===== src/mcr_pkg.sv =====
// constants, types and helper functions of the modem configuration bank
package mcr_pkg;

   // ===========================================================
   // register offsets
   localparam logic [5:0] MCR_ADDR_BW_EXP    = 6'h10; // bandwidth_and_rate_exponent
   localparam logic [5:0] MCR_ADDR_RATE_MANT = 6'h11; // rate_mantissa
   localparam logic [5:0] MCR_ADDR_FMT_CTRL  = 6'h12; // modem_format_control

   // ===========================================================
   // values after reset
   localparam logic [7:0] MCR_RST_BW_EXP    = 8'h8C; // bw exp 2, bw mant 0, rate exp 12
   localparam logic [7:0] MCR_RST_RATE_MANT = 8'h22; // rate mantissa 34
   localparam logic [7:0] MCR_RST_FMT_CTRL  = 8'h02; // filter on, 2-level fsk, low bits 010
   localparam logic [7:0] MCR_RST_UNMAPPED  = 8'h00; // read answer of an unmapped offset

   // ===========================================================
   // field positions
   localparam int MCR_BWE_LSB  = 6; // bandwidth_exponent, bits 7:6
   localparam int MCR_BWM_LSB  = 4; // bandwidth_mantissa, bits 5:4
   localparam int MCR_SRE_LSB  = 0; // symbol_rate_exponent, bits 3:0
   localparam int MCR_DCB_BIT  = 7; // dc_block_bypass
   localparam int MCR_MODS_LSB = 4; // modulation_select, bits 6:4

   // ===========================================================
   // arithmetic constants
   localparam logic [8:0]  MCR_DECIM_BASE  = 9'h008;  // fixed factor of the decimation ratio
   localparam logic [8:0]  MCR_BWM_OFFSET  = 9'h004;  // added to the bandwidth mantissa
   localparam int          MCR_NCO_W       = 28;      // rate accumulator width, 2^28 divisor
   localparam int          MCR_STEP_W      = 24;      // widest rate step, 511 << 15
   localparam int          MCR_SAMPLE_W    = 12;      // adc sample width
   localparam int          MCR_DC_SHIFT    = 4;       // dc estimator time constant, 2^4 samples

   // ===========================================================
   // modulation codes and one-hot selection
   localparam logic [2:0] MCR_CODE_FSK2 = 3'h0;
   localparam logic [2:0] MCR_CODE_GFSK = 3'h1;
   localparam logic [2:0] MCR_CODE_ASK  = 3'h3;
   localparam logic [2:0] MCR_CODE_MSK  = 3'h7;

   typedef enum logic [4:0] {
      MCR_MOD_FSK2 = 5'h01,  // two-level fsk
      MCR_MOD_GFSK = 5'h02,  // gaussian fsk
      MCR_MOD_ASK  = 5'h04,  // amplitude / on-off keying
      MCR_MOD_MSK  = 5'h08,  // minimum shift keying
      MCR_MOD_NONE = 5'h10   // unassigned code
   } mcr_mod_t;

   // register access request
   typedef struct packed {
      logic       wr;     // write strobe
      logic       rd;     // read strobe
      logic [5:0] addr;   // register offset
      logic [7:0] wdata;  // write data
   } mcr_reg_req_t;

   // decimation ratio 8 * (4 + m) * 2^e
   function automatic logic [8:0] mcr_decim_ratio(input logic [1:0] e, input logic [1:0] m);
      logic [8:0] base;
      base = MCR_DECIM_BASE * (MCR_BWM_OFFSET + {7'h00, m});
      return base << e;
   endfunction : mcr_decim_ratio

   // rate step (256 + m) * 2^e, hidden one above the stored mantissa
   function automatic logic [MCR_STEP_W-1:0] mcr_rate_step(input logic [3:0] e,
                                                           input logic [7:0] m);
      logic [MCR_STEP_W-1:0] mant;
      mant = {15'h0000, 1'b1, m};
      return mant << e;
   endfunction : mcr_rate_step

endpackage : mcr_pkg


===== src/mcr_rate_nco.sv =====
// symbol-rate accumulator producing one strobe per symbol
`timescale 1ns/10ps
module mcr_rate_nco
   import mcr_pkg::*;
(
   // clock and reset
   input  wire logic       mclk,
   input  wire logic       rst,
   // rate configuration
   input  wire logic [3:0] rateExp,
   input  wire logic [7:0] rateMant,
   // symbol timing
   output logic            symbolStrobe
);

   // ===========================================================
   // step and accumulator
   logic [MCR_STEP_W-1:0] step;         // (256 + m) << e
   logic [MCR_NCO_W-1:0]  acc_reg;      // phase, wraps at 2^28
   logic [MCR_NCO_W:0]    acc_next;     // phase plus carry
   logic                  symbolStrobe_reg;

   // step with the hidden ninth mantissa bit
   assign step     = mcr_rate_step(rateExp, rateMant);
   assign acc_next = {1'b0, acc_reg} + {5'h00, step};

   // phase advances once per crystal cycle
   always_ff @(posedge mclk)
   begin
      if (rst)
         acc_reg <= '0;
      else
         acc_reg <= acc_next[MCR_NCO_W-1:0];
   end

   // carry out of bit 27 marks a symbol boundary
   always_ff @(posedge mclk)
   begin
      if (rst)
         symbolStrobe_reg <= 1'b0;
      else
         symbolStrobe_reg <= acc_next[MCR_NCO_W];
   end

   assign symbolStrobe = symbolStrobe_reg;
endmodule : mcr_rate_nco


===== src/mcr_modem_config.sv =====
// modem configuration registers with decimation, symbol timing and dc blocking
`timescale 1ns/10ps

module mcr_modem_config
   import mcr_pkg::*;
(
   // clock and reset
   input  wire logic                           mclk,
   input  wire logic                           rst,
   // register access
   input  wire mcr_reg_req_t                   regReq,
   output logic [7:0]                          regRdata,
   output logic                                regRvalid,
   // adc sample stream
   input  wire logic signed [MCR_SAMPLE_W-1:0] sampleIn,
   input  wire logic                           sampleValid,
   // filtered stream to the demodulator
   output logic signed [MCR_SAMPLE_W:0]        dcOut,
   output logic                                dcValid,
   // timing strobes
   output logic                                decimStrobe,
   output logic                                symbolStrobe,
   // modem mode
   output mcr_mod_t                            modulation,
   output logic                                dcBypass
);

   // ===========================================================
   // register storage
   logic [7:0] bwExp_reg;      // bandwidth_and_rate_exponent
   logic [7:0] rateMant_reg;   // rate_mantissa
   logic [7:0] fmtCtrl_reg;    // modem_format_control
   logic [7:0] regRdata_reg;   // read answer
   logic       regRvalid_reg;  // read answer valid

   // field views
   logic [1:0] bandwidthExponent;
   logic [1:0] bandwidthMantissa;
   logic [3:0] symbolRateExponent;
   logic [2:0] modulationSelect;
   logic       dcBlockBypass;

   assign bandwidthExponent  = bwExp_reg[MCR_BWE_LSB +: 2];
   assign bandwidthMantissa  = bwExp_reg[MCR_BWM_LSB +: 2];
   assign symbolRateExponent = bwExp_reg[MCR_SRE_LSB +: 4];
   assign modulationSelect   = fmtCtrl_reg[MCR_MODS_LSB +: 3];
   assign dcBlockBypass      = fmtCtrl_reg[MCR_DCB_BIT];

   // write to bandwidth and exponent register
   always_ff @(posedge mclk)
   begin
      if (rst)
         bwExp_reg <= MCR_RST_BW_EXP;
      else if (regReq.wr && regReq.addr == MCR_ADDR_BW_EXP)
         bwExp_reg <= regReq.wdata;
   end

   // write to rate mantissa register
   always_ff @(posedge mclk)
   begin
      if (rst)
         rateMant_reg <= MCR_RST_RATE_MANT;
      else if (regReq.wr && regReq.addr == MCR_ADDR_RATE_MANT)
         rateMant_reg <= regReq.wdata;
   end

   // write to format control register; low nibble is plain storage here
   always_ff @(posedge mclk)
   begin
      if (rst)
         fmtCtrl_reg <= MCR_RST_FMT_CTRL;
      else if (regReq.wr && regReq.addr == MCR_ADDR_FMT_CTRL)
         fmtCtrl_reg <= regReq.wdata;
   end

   // read answer one cycle after the strobe
   always_ff @(posedge mclk)
   begin
      if (rst)
      begin
         regRdata_reg  <= MCR_RST_UNMAPPED;
         regRvalid_reg <= 1'b0;
      end
      else
      begin
         regRvalid_reg <= regReq.rd;
         if (regReq.rd)
         begin
            if (regReq.addr == MCR_ADDR_BW_EXP)
               regRdata_reg <= bwExp_reg;
            else if (regReq.addr == MCR_ADDR_RATE_MANT)
               regRdata_reg <= rateMant_reg;
            else if (regReq.addr == MCR_ADDR_FMT_CTRL)
               regRdata_reg <= fmtCtrl_reg;
            else
               regRdata_reg <= MCR_RST_UNMAPPED; // unmapped offset
         end
      end
   end

   // ===========================================================
   // channel filter decimation
   logic [8:0] decimRatio;   // mclk cycles per decimation strobe
   logic [8:0] decimCnt_reg; // counts down to the next output
   logic       decimStrobe_reg;

   assign decimRatio = mcr_decim_ratio(bandwidthExponent, bandwidthMantissa);

   // reload on zero so a new ratio applies from the next period
   always_ff @(posedge mclk)
   begin
      if (rst)
         decimCnt_reg <= '0;
      else if (decimCnt_reg == 9'h000)
         decimCnt_reg <= decimRatio - 9'h001;
      else
         decimCnt_reg <= decimCnt_reg - 9'h001;
   end

   // one-cycle strobe per decimated sample
   always_ff @(posedge mclk)
   begin
      if (rst)
         decimStrobe_reg <= 1'b0;
      else
         decimStrobe_reg <= (decimCnt_reg == 9'h000);
   end

   // ===========================================================
   // symbol timing
   mcr_rate_nco u_rate_nco (
      .mclk         (mclk),
      .rst          (rst),
      .rateExp      (symbolRateExponent),
      .rateMant     (rateMant_reg),
      .symbolStrobe (symbolStrobe)
   );

   // ===========================================================
   // dc blocking filter
   logic signed [MCR_SAMPLE_W+MCR_DC_SHIFT-1:0] dcAcc_reg; // dc estimate, scaled up
   logic signed [MCR_SAMPLE_W-1:0]              dcEst;     // dc estimate
   logic signed [MCR_SAMPLE_W:0]                dcOut_reg;
   logic                                        dcValid_reg;
   logic                                        dcBypass_reg;

   assign dcEst = dcAcc_reg[MCR_SAMPLE_W+MCR_DC_SHIFT-1:MCR_DC_SHIFT];

   // leaky estimate of the mean, frozen while bypassed to save switching
   always_ff @(posedge mclk)
   begin
      if (rst)
         dcAcc_reg <= '0;
      else if (sampleValid && !dcBlockBypass)
         dcAcc_reg <= dcAcc_reg + 16'(sampleIn) - 16'(dcEst);
   end

   // filtered or passed-through sample
   always_ff @(posedge mclk)
   begin
      if (rst)
      begin
         dcOut_reg   <= '0;
         dcValid_reg <= 1'b0;
      end
      else
      begin
         dcValid_reg <= sampleValid;
         if (sampleValid)
         begin
            if (dcBlockBypass)
               dcOut_reg <= 13'(sampleIn);
            else
               dcOut_reg <= 13'(sampleIn) - 13'(dcEst);
         end
      end
   end

   // bypass flag for the analog side; host keeps it for low rates only
   always_ff @(posedge mclk)
   begin
      if (rst)
         dcBypass_reg <= 1'b0;
      else
         dcBypass_reg <= dcBlockBypass;
   end

   // ===========================================================
   // modulation decode
   mcr_mod_t modulation_reg;

   always_ff @(posedge mclk)
   begin
      if (rst)
         modulation_reg <= MCR_MOD_FSK2;
      else
      begin
         case (modulationSelect)
            MCR_CODE_FSK2: modulation_reg <= MCR_MOD_FSK2;
            MCR_CODE_GFSK: modulation_reg <= MCR_MOD_GFSK;
            MCR_CODE_ASK:  modulation_reg <= MCR_MOD_ASK;
            MCR_CODE_MSK:  modulation_reg <= MCR_MOD_MSK;
            default:       modulation_reg <= MCR_MOD_NONE; // unassigned code
         endcase
      end
   end

   // outputs from flops
   assign regRdata    = regRdata_reg;
   assign regRvalid   = regRvalid_reg;
   assign dcOut       = dcOut_reg;
   assign dcValid     = dcValid_reg;
   assign decimStrobe = decimStrobe_reg;
   assign modulation  = modulation_reg;
   assign dcBypass    = dcBypass_reg;

   // spacing helper: cycles since last strobe, primed when config is steady
   logic [8:0] gap_reg;
   logic       primed_reg;
   logic       wrPrev_reg;

   always_ff @(posedge mclk)
   begin
      if (rst)
      begin
         gap_reg    <= '0;
         primed_reg <= 1'b0;
         wrPrev_reg <= 1'b0;
      end
      else
      begin
         wrPrev_reg <= regReq.wr;
         gap_reg    <= decimStrobe_reg ? 9'h001 : gap_reg + 9'h001;
         if (regReq.wr || wrPrev_reg)
            primed_reg <= 1'b0;
         else if (decimStrobe_reg)
            primed_reg <= 1'b1;
      end
   end
endmodule : mcr_modem_config


===== config.mk =====
export PLATFORM = sky130hd
export DESIGN_NAME = mcr_modem_config
export DESIGN_NICKNAME = d
export VERILOG_FILES = /design/src/mcr_pkg.sv /design/src/mcr_rate_nco.sv /design/src/mcr_modem_config.sv
export SDC_FILE = /design/constraint.sdc
export NUM_CORES = 1
export LEC_CHECK = 0
export ABC_AREA = 1
export ABC_CLOCK_PERIOD_IN_PS = 3400
export BUFFER_PORTS_ARGS = -buffer_cell sky130_fd_sc_hd__buf_4
export CORE_UTILIZATION = 37
export DETAILED_ROUTE_END_ITERATION = 10
export PLACE_DENSITY = 0.6
export SKIP_LAST_GASP = 1
export SLEW_MARGIN = 20
export SYNTH_ARGS = -nofsm -noshare
export SYNTH_HDL_FRONTEND = slang
export SYNTH_HIERARCHICAL = 1
export SYNTH_SLANG_ARGS = --single-unit

===== constraint.sdc =====
create_clock -name mclk -period 3.4 [get_ports mclk]
set_input_delay 0.34 -clock mclk [delete_from_list [all_inputs] [get_ports mclk]]
set_output_delay 0.34 -clock mclk [all_outputs]
set_load 0.02 [all_outputs]

-- Yosys cells after proc, flatten, opt, wreduce, memory -nomap -nowiden
Cells that the tools add are included.
W data, S select, Z words.
- output and inout port bits: 31
- latch bits: 0
- memory bits (writable): 0
- logic and storage cells: 42
- input port bits: 31
- bits in read-only memories: 0
- memories: 0
- bits in registers: 108
- bitwise operators: 0
- reductions and logical operators: 7
- eq/ne operators: 6
- mux-type cells: 6
- multipliers: 0
- add/sub/neg operators: 7
- shift operators: 2
- magnitude comparators: 0
- divide/modulo/power cells: 0
- operators with widths (kind ; count):
    $add A28 B24 Y29 ; 1
    $mux W8 ; 3
    $shl A9 B4 Y24 ; 1
    $pmux W5 S4 ; 1
    $eq A6 B5 Y1 const B ; 3
    $sub A9 B1 Y9 const B ; 2
    $add A16 B12 Y16 ; 1
    $sub A16 B12 Y16 ; 1
    $mux W13 ; 1
    $sub A12 B12 Y13 ; 1
    $logic_not A9 Y1 ; 1
    $mux W9 ; 1
    $shl A7 B2 Y9 ; 1
    $add A3 B2 Y4 const A ; 1
    $logic_and A1 B1 Y1 ; 4
    $eq A3 B1 Y1 const B ; 1
    $eq A3 B2 Y1 const B ; 1
    $eq A3 B3 Y1 const B ; 1
    $logic_not A3 Y1 ; 1
    $logic_not A1 Y1 ; 1

-- Depth between registers and ports, before layout
Gate-level depths: netlist of the first run.
- depth in word-level cells: 4
- gate-level depth with buffers: 21
- depth with buffers taken out: 20

-- By module
The synthesis of the first run kept the hierarchy.
- modules (own cells, without submodules) (module ; area each (um^2) ; cells each ; seq. area each (um^2) ; instances):
    mcr_modem_config ; 5232.5 ; 771 ; 1581.5 ; 1
    mcr_rate_nco ; 3153.0 ; 583 ; 580.6 ; 1

-- Least setup slack after synthesis of the first run
No wires, ideal clock.
- path type: register to register
- from: register bwExp_reg[1]
- to: register u_rate_nco.acc_reg[18]
- cell stages (with the launch flop): 21
- period minus slack after synthesis: 2.286 ns
- path buffers: 2
- library setup time: 0.113 ns
- path slack: 1.114 ns
- data required time: 3.287 ns
- arrival time: 2.174 ns
- cells stage by stage: dfxtp_1 buf_4 inv_1 buf_4 o21ai_0 o21ai_2 nand2_1 o21ai_0 nand2_1 o21ai_0 ha_1 nand2_2 inv_1 nand2_1 nand2_1 inv_1 nand3_2 a21oi_1 nand2_1 nand2_1 nor2_1
- longest elaborated chain between the ends: 2
- ends and longest elaborated chain (item ; RTL line ; RTL):
    start, declared ; mcr_modem_config.sv:30 ; logic [7:0] bwExp_reg;
    start signal, assigned ; mcr_modem_config.sv:55 ; bwExp_reg <= regReq.wdata;
    $shl A9 B4 Y24 ; mcr_pkg.sv:69 ; return mant << e;
    $add A28 B24 Y29 ; mcr_rate_nco.sv:25 ; assign acc_next = {1'b0, acc_reg} + {5'h00, step};
    end signal, assigned ; mcr_rate_nco.sv:33 ; acc_reg <= acc_next[MCR_NCO_W-1:0];
    end, declared ; mcr_rate_nco.sv:19 ; logic [MCR_NCO_W-1:0] acc_reg;
No other way between the ends.
A chain may end at the register's enable or synchronous reset.

-- Final worst setup path of the first run
- from: register bwExp_reg[0]
- to: register u_rate_nco.acc_reg[27]
Same word-level chain as after synthesis.

==> results of run 1 <==
==> Yosys cell counts, drive strengths merged <==
cell    number  area, um^2
o21a         3       22.52
fa          17       340.3
nand3       94       523.0
xor2         7       61.31
a21oi      131       663.1
inv        266       998.5
o22ai        8       50.05
clkbuf      15       56.30
a21o         2       15.01
o21ai       93       476.7
nand3b       2       15.01
buf         11       77.56
ha          53       663.1
clkinv       4       15.01
dfxtp      108        2162
xnor2        1       8.760
nor2       131       569.3
nand4       15       100.1
and2         6       37.54
nor4         1       6.260
and3         1       6.260
nand2      364        1381
or2          7       46.30
o21bai       2       15.01
o211ai       6       45.04
nor3         6       30.03
==> cell type report <==
class / count / area, um^2 / area share
Timing Repair Buffer: 67 / 503.0 / 0.05339
Tap cell: 280 / 350.3 / 0.03718
Sequential cell: 108 / 2162 / 0.2295
Clock inverter: 7 / 91.34 / 0.009695
Clock buffer: 9 / 225.2 / 0.02390
Inverter: 270 / 1013 / 0.1076
Multi-Input combinational cell: 950 / 5076 / 0.5388
==> final timing paths <==
kind	startpoint	to	slack (ns)
setup / recovery	bwExp_reg[0]	u_rate_nco/acc_reg[27]	0.48
hold / removal	regReq[2]	bwExp_reg[2]	0.21
setup reg to reg	bwExp_reg[0]	u_rate_nco/acc_reg[27]	0.48
hold reg to reg	decimCnt_reg[0]	decimCnt_reg[0]	0.41
==> routing by layer <==
layer	up-vias	GRT usage	wire length (um)
li1	4357	-	-
met1	3715	0.2697	11260
met4	0	0.05483	395
met5	-	0	0
met2	176	0.3397	10360
met3	27	0.02702	934
==> kinds of logic (layout without fill, tap and decap cells) <==
kind of cell,after synthesis,count (layout),share of synthesized area
buffers and inverters,296,353,0.1368
AO/OA/AOI/OAI,245,245,0.1535
XOR/XNOR,8,8,0.008356
AND/OR/NAND/NOR,627,627,0.3238
adder cells (fa/ha/maj),70,70,0.1197
flip-flops,108,108,0.2578
==> power by group <==
| part | internal (mW) | switching (mW) |
|---|---|---|
| Combinational | 1.38 | 2.33 |
| Clock | 0.535 | 0.592 |
| Sequential | 1.43 | 0.118 |
==> critical path, stage by stage, from the launching register on <==
cell and delay, ns:
dfxtp_1 0.58, inv_2 0.15, o21ai_0 0.26, nand2_1 0.08, o21ai_1 0.13, nand2_1 0.07, o21ai_0 0.10, o21ai_0 0.15
ha_1 0.39, nand2_1 0.16, inv_1 0.05, nand2_1 0.07, nand2_1 0.07, nand2_1 0.06, nand2_1 0.07, a21oi_1 0.20
nand3_1 0.10, nand2_1 0.07, nor2_1 0.05
==> impl_metrics.py, run 1 <==
metrics = {
    "status": {
        "status": "finished clean",
    },
    "routing": {
        "vias_per_cell": 4.894,
        "wire_per_inst_um": 13.57,
        "first_pass_iters": 5,
        "drc": 0,
        "vias": 8275,
        "final_antenna_net_count": 0,
        "drtIter0Drc": 465,
        "wl_um": 22940,
    },
    "final_layout": {
        "syn2layout_area_growth_pct": 12.35,
        "drive_above_1_share": 0.09001,
        "final_core_util": 0.4277,
        "nNetsFinal": 1507,
        "final_common_cell": "nand2_1",
        "instances_no_fill": 1691,
        "final_area_um2": 9422,
        "largest_reg_flops": 28,
        "antenna_cells": 0,
        "fillerInstances": 2377,
        "final_cell_mix": "358 x nand2_1, 260 x inv_1, 129 x a21oi_1",
    },
    "floorplan": {
        "io_pins": 62,
        "coreArea_um2": 22030,
        "die_area_um2": 23270,
        "dieHeight_um": 152.5,
        "fp.dieW_um": 152.5,
        "rows": 54,
        "initial_core_util": 0.3807,
    },
    "sta": {
        "worst_pin_slew_ns": 0.8705,
        "fin_tns_setup_ns": 0,
        "setup_viol": 0,
        "rsz0062_at_grt": "no",
        "max_freq_mhz": 342.7,
        "finalHoldViolCount": 0,
        "slew_viol_final": 0,
        "whs_ns": 0.2149,
        "relSlewSlack": 0.4190,
        "finalCritPeriodShare": 0.8583,
        "clock_skew_ns": 0.01107,
        "post-route-min-period_ns": 2.918,
        "worst_slack_ns": 0.4819,
    },
    "global_routing": {
        "grt_max_degree": 48,
        "grtUsageTotal": 0.2016,
        "grt_antenna_before_repair": 0,
        "grt_pass1_wl_um": 37810,
        "grt_overflow": 0,
        "grt_pass1_vias": 7654,
    },
    "place": {
        "dp.cells": 1675,
        "routabilityCongestion": 0.9227,
        "port_buffers": 61,
        "hpwl_um": 17940,
        "dpl_cell_area_um2": 9105,
        "dp_slack_ns": 0.5538,
    },
    "yosys": {
        "synth_seq_area_share": 0.2578,
        "ys_types": 42,
        "yosysWarnings": 6,
        "ys_ff_latch": 108,
        "syn_area_um2": 8386,
        "synthCells": 1354,
        "synth.avg_cell_area_um2": 6.193,
        "syn_nets": 1455,
    },
    "pwr": {
        "totalPowerFinal_mw": 6.385,
        "leakagePower_nw": 4.942,
        "p_per_area_nw_per_um2": 677.7,
        "ir_worst_vdd_v": 0.0003253,
    },
    "cts": {
        "cts_buffer_depth": 2,
        "cts_resized": 0,
        "clk_pin_slew_ns": 0.09,
        "post_cts_buffers": 0,
        "clock_latency_ns": 0.36,
        "cts_buffers": 9,
        "cts_tree": "yes",
        "cts_root_buffer": "clkbuf_16",
        "numClockSinks": 108,
        "cts_htree_levels": 3,
        "hold_buffers": 0,
    },
    "critical_path": {
        "crit_required_ns": 3.67,
        "endpoint_kind": "register",
        "start_kind": "register",
        "crit_type": "register to register",
        "ff2ff_path_depth": 18,
        "cp_max_fo": 14,
        "worstPathArrival_ns": 3.19,
    },
    "min_path": {
        "holdCritPathClass": "input pin to register",
        "hold_depth": 3,
    },
    "flow_run": {
        "cap_viol_max_count": 0,
    },
}
Power figures use the tool's default switching activity.
==> run 2, diff against run 1 <==
CORE_MARGIN = 8   (was default)
CORE_UTILIZATION = 55   (was 37)
PLACE_DENSITY = 0.81   (was 0.6)
==> impl_metrics.py, run 2 (synthesized netlist as in run 1, its figures left out) <==
metrics = {
    "sta": {
        "max_freq_mhz": 339.6,
        "finalCritPeriodShare": 0.8660,
        "rsz0062_at_grt": "no",
        "fin_tns_setup_ns": 0,
        "relSlewSlack": 0.4169,
        "post-route-min-period_ns": 2.944,
        "setup_viol": 0,
        "worst_pin_slew_ns": 0.8738,
        "finalHoldViolCount": 0,
        "clock_skew_ns": 0.01127,
        "slew_viol_final": 0,
    },
    "critical_path": {
        "worstPathArrival_ns": 3.21,
        "crit_type": "register to register",
        "critical-path-top-delay-family": "compound AO/OA/AOI/OAI gates",
        "start_kind": "register",
        "crit_required_ns": 3.66,
        "crit_slowest_cell": "dfxtp_1",
        "r2r_slack_ns": 0.46,
        "endpoint_kind": "register",
        "critical_path_depth": 18,
        "path_buf_inv": 3,
        "crit_path_cell_trace": "inv_2, o21ai_0, o21ai_2, nand2_1, o21ai_0, nand2_1, o21ai_0, ha_1, nand2_2, inv_1, nand2_1, nand2_1, inv_1, nand3_2, a21oi_1, nand2_1, nand2_1, nor2_1",
        "crit_top_cell": "nand2_1",
        "cp_max_fo": 14,
        "max_stage_delay_ns": 0.57,
        "ff2ff_path_depth": 18,
    },
    "final_layout": {
        "instances_no_fill": 1600,
        "largest_reg_flops": 28,
        "antenna_cells": 0,
        "syn2layout_area_growth_pct": 11.10,
        "nNetsFinal": 1508,
        "fillerInstances": 1407,
        "drive_above_1_share": 0.09065,
        "final_cell_mix": "358 x nand2_1, 261 x inv_1, 129 x a21oi_1",
        "final_common_cell": "nand2_1",
    },
    "global_routing": {
        "grt_antenna_before_repair": 0,
        "grtUsageTotal": 0.2269,
        "grt_max_degree": 39,
        "grt_overflow": 0,
        "grt_pass1_wl_um": 36760,
        "grt_pass1_vias": 8010,
    },
    "floorplan": {
        "dieHeight_um": 139.5,
        "fp.dieW_um": 139.5,
        "die_area_um2": 19450,
        "io_pins": 62,
        "initial_core_util": 0.5578,
        "coreArea_um2": 15030,
        "rows": 45,
    },
    "routing": {
        "wl_um": 22160,
        "final_antenna_net_count": 0,
        "vias_per_cell": 5.293,
        "drc": 0,
        "first_pass_iters": 5,
        "drtIter0Drc": 574,
        "vias": 8468,
        "wire_per_inst_um": 13.85,
    },
    "cts": {
        "cts_root_buffer": "clkbuf_16",
        "cts_resized": 0,
        "cts_tree": "yes",
        "clock_latency_ns": 0.37,
        "post_cts_buffers": 0,
        "cts_buffers": 9,
        "hold_buffers": 0,
        "clk_pin_slew_ns": 0.09,
        "numClockSinks": 108,
        "cts_htree_levels": 3,
        "cts_buffer_depth": 2,
    },
    "place": {
        "routabilityCongestion": 0.9227,
        "dp.cells": 1584,
        "port_buffers": 61,
        "hpwl_um": 17270,
    },
    "flow_run": {
        "cap_viol_max_count": 0,
    },
    "min_path": {
        "holdCritPathClass": "input pin to register",
        "hold_depth": 3,
    },
    "pwr": {
        "leakagePower_nw": 4.952,
        "ir_worst_vdd_v": 0.0004110,
        "clkPwrFrac": 0.173,
        "p_int_mw": 3.346,
        "switchingPower_mw": 3.024,
        "p_per_area_nw_per_um2": 683.8,
        "sequentialPowerShare": 0.244,
        "p_sw_frac": 0.4747,
        "pwr-share-comb": 0.582,
    },
    "status": {
        "status": "finished clean",
    },
}
==> run 2: worst paths after layout <==
check	startpoint	end
hold / removal	regReq[2]	bwExp_reg[2]
setup / recovery	bwExp_reg[0]	u_rate_nco/acc_reg[18]
hold reg to reg	decimCnt_reg[0]	decimCnt_reg[0]
setup reg to reg	bwExp_reg[0]	u_rate_nco/acc_reg[18]
==> run 2: tightest hold or removal path, cell delays in order <==
cell     delay, ns
buf_4         0.10
nand2_1       0.05
nand3_1       0.06
==> run 2: layout make-up <==
| class | count | area [um^2] | area share |
|---|---|---|---|
| Tap cell | 188 | 235.2 | 0.02525 |
| Timing Repair Buffer | 68 | 510.5 | 0.05479 |
| Multi-Input combinational cell | 950 | 5076 | 0.5449 |
| Sequential cell | 108 | 2162 | 0.2321 |
| Clock buffer | 9 | 225.2 | 0.02417 |
| Inverter | 270 | 1013 | 0.1088 |
| Clock inverter | 7 | 93.84 | 0.01007 |
==> run 2: power groups by stage <==
stage          Sequential, mW  Clock (mW)  Combinational (mW)
2_1_floorplan            1.61           0                2.81
3_3_place_gp             1.58           0                3.55
3_5_place_dp             1.58           0                3.63
4_1_cts                  1.56        1.13                3.65
5_1_grt                  1.58        1.17                4.27
6_report                 1.56        1.10                3.71
==> run 2: routing by layer <==
layer | global-route usage | vias to the layer above | part of all wire
li1 | - | 4353 | -
met1 | 0.2820 | 3767 | 0.45
met2 | 0.3811 | 301 | 0.46
met3 | 0.03386 | 47 | 0.066
met4 | 0.1034 | 0 | 0.031
met5 | 0 | - | 0
==> run 2: per-stage QoR <==
| stage | hold slack, ns | cell area (um^2) | util | worst slack, ns | total power, mW |
|---|---|---|---|---|---|
| floorplan | 0.3925 | 8386 | - | 1.114 | 4.411 |
| global placement | 0.4029 | 8997 | 0.5985 | 0.7167 | 5.124 |
| detailed placement | 0.4059 | 8997 | 0.5985 | 0.5696 | 5.211 |
| CTS | 0.2037 | 9316 | 0.6197 | 0.5404 | 6.337 |
| global route | 0.2265 | 9316 | 0.6197 | 0.2350 | 7.010 |
| finish | 0.2173 | 9316 | 0.6197 | 0.4555 | 6.370 |
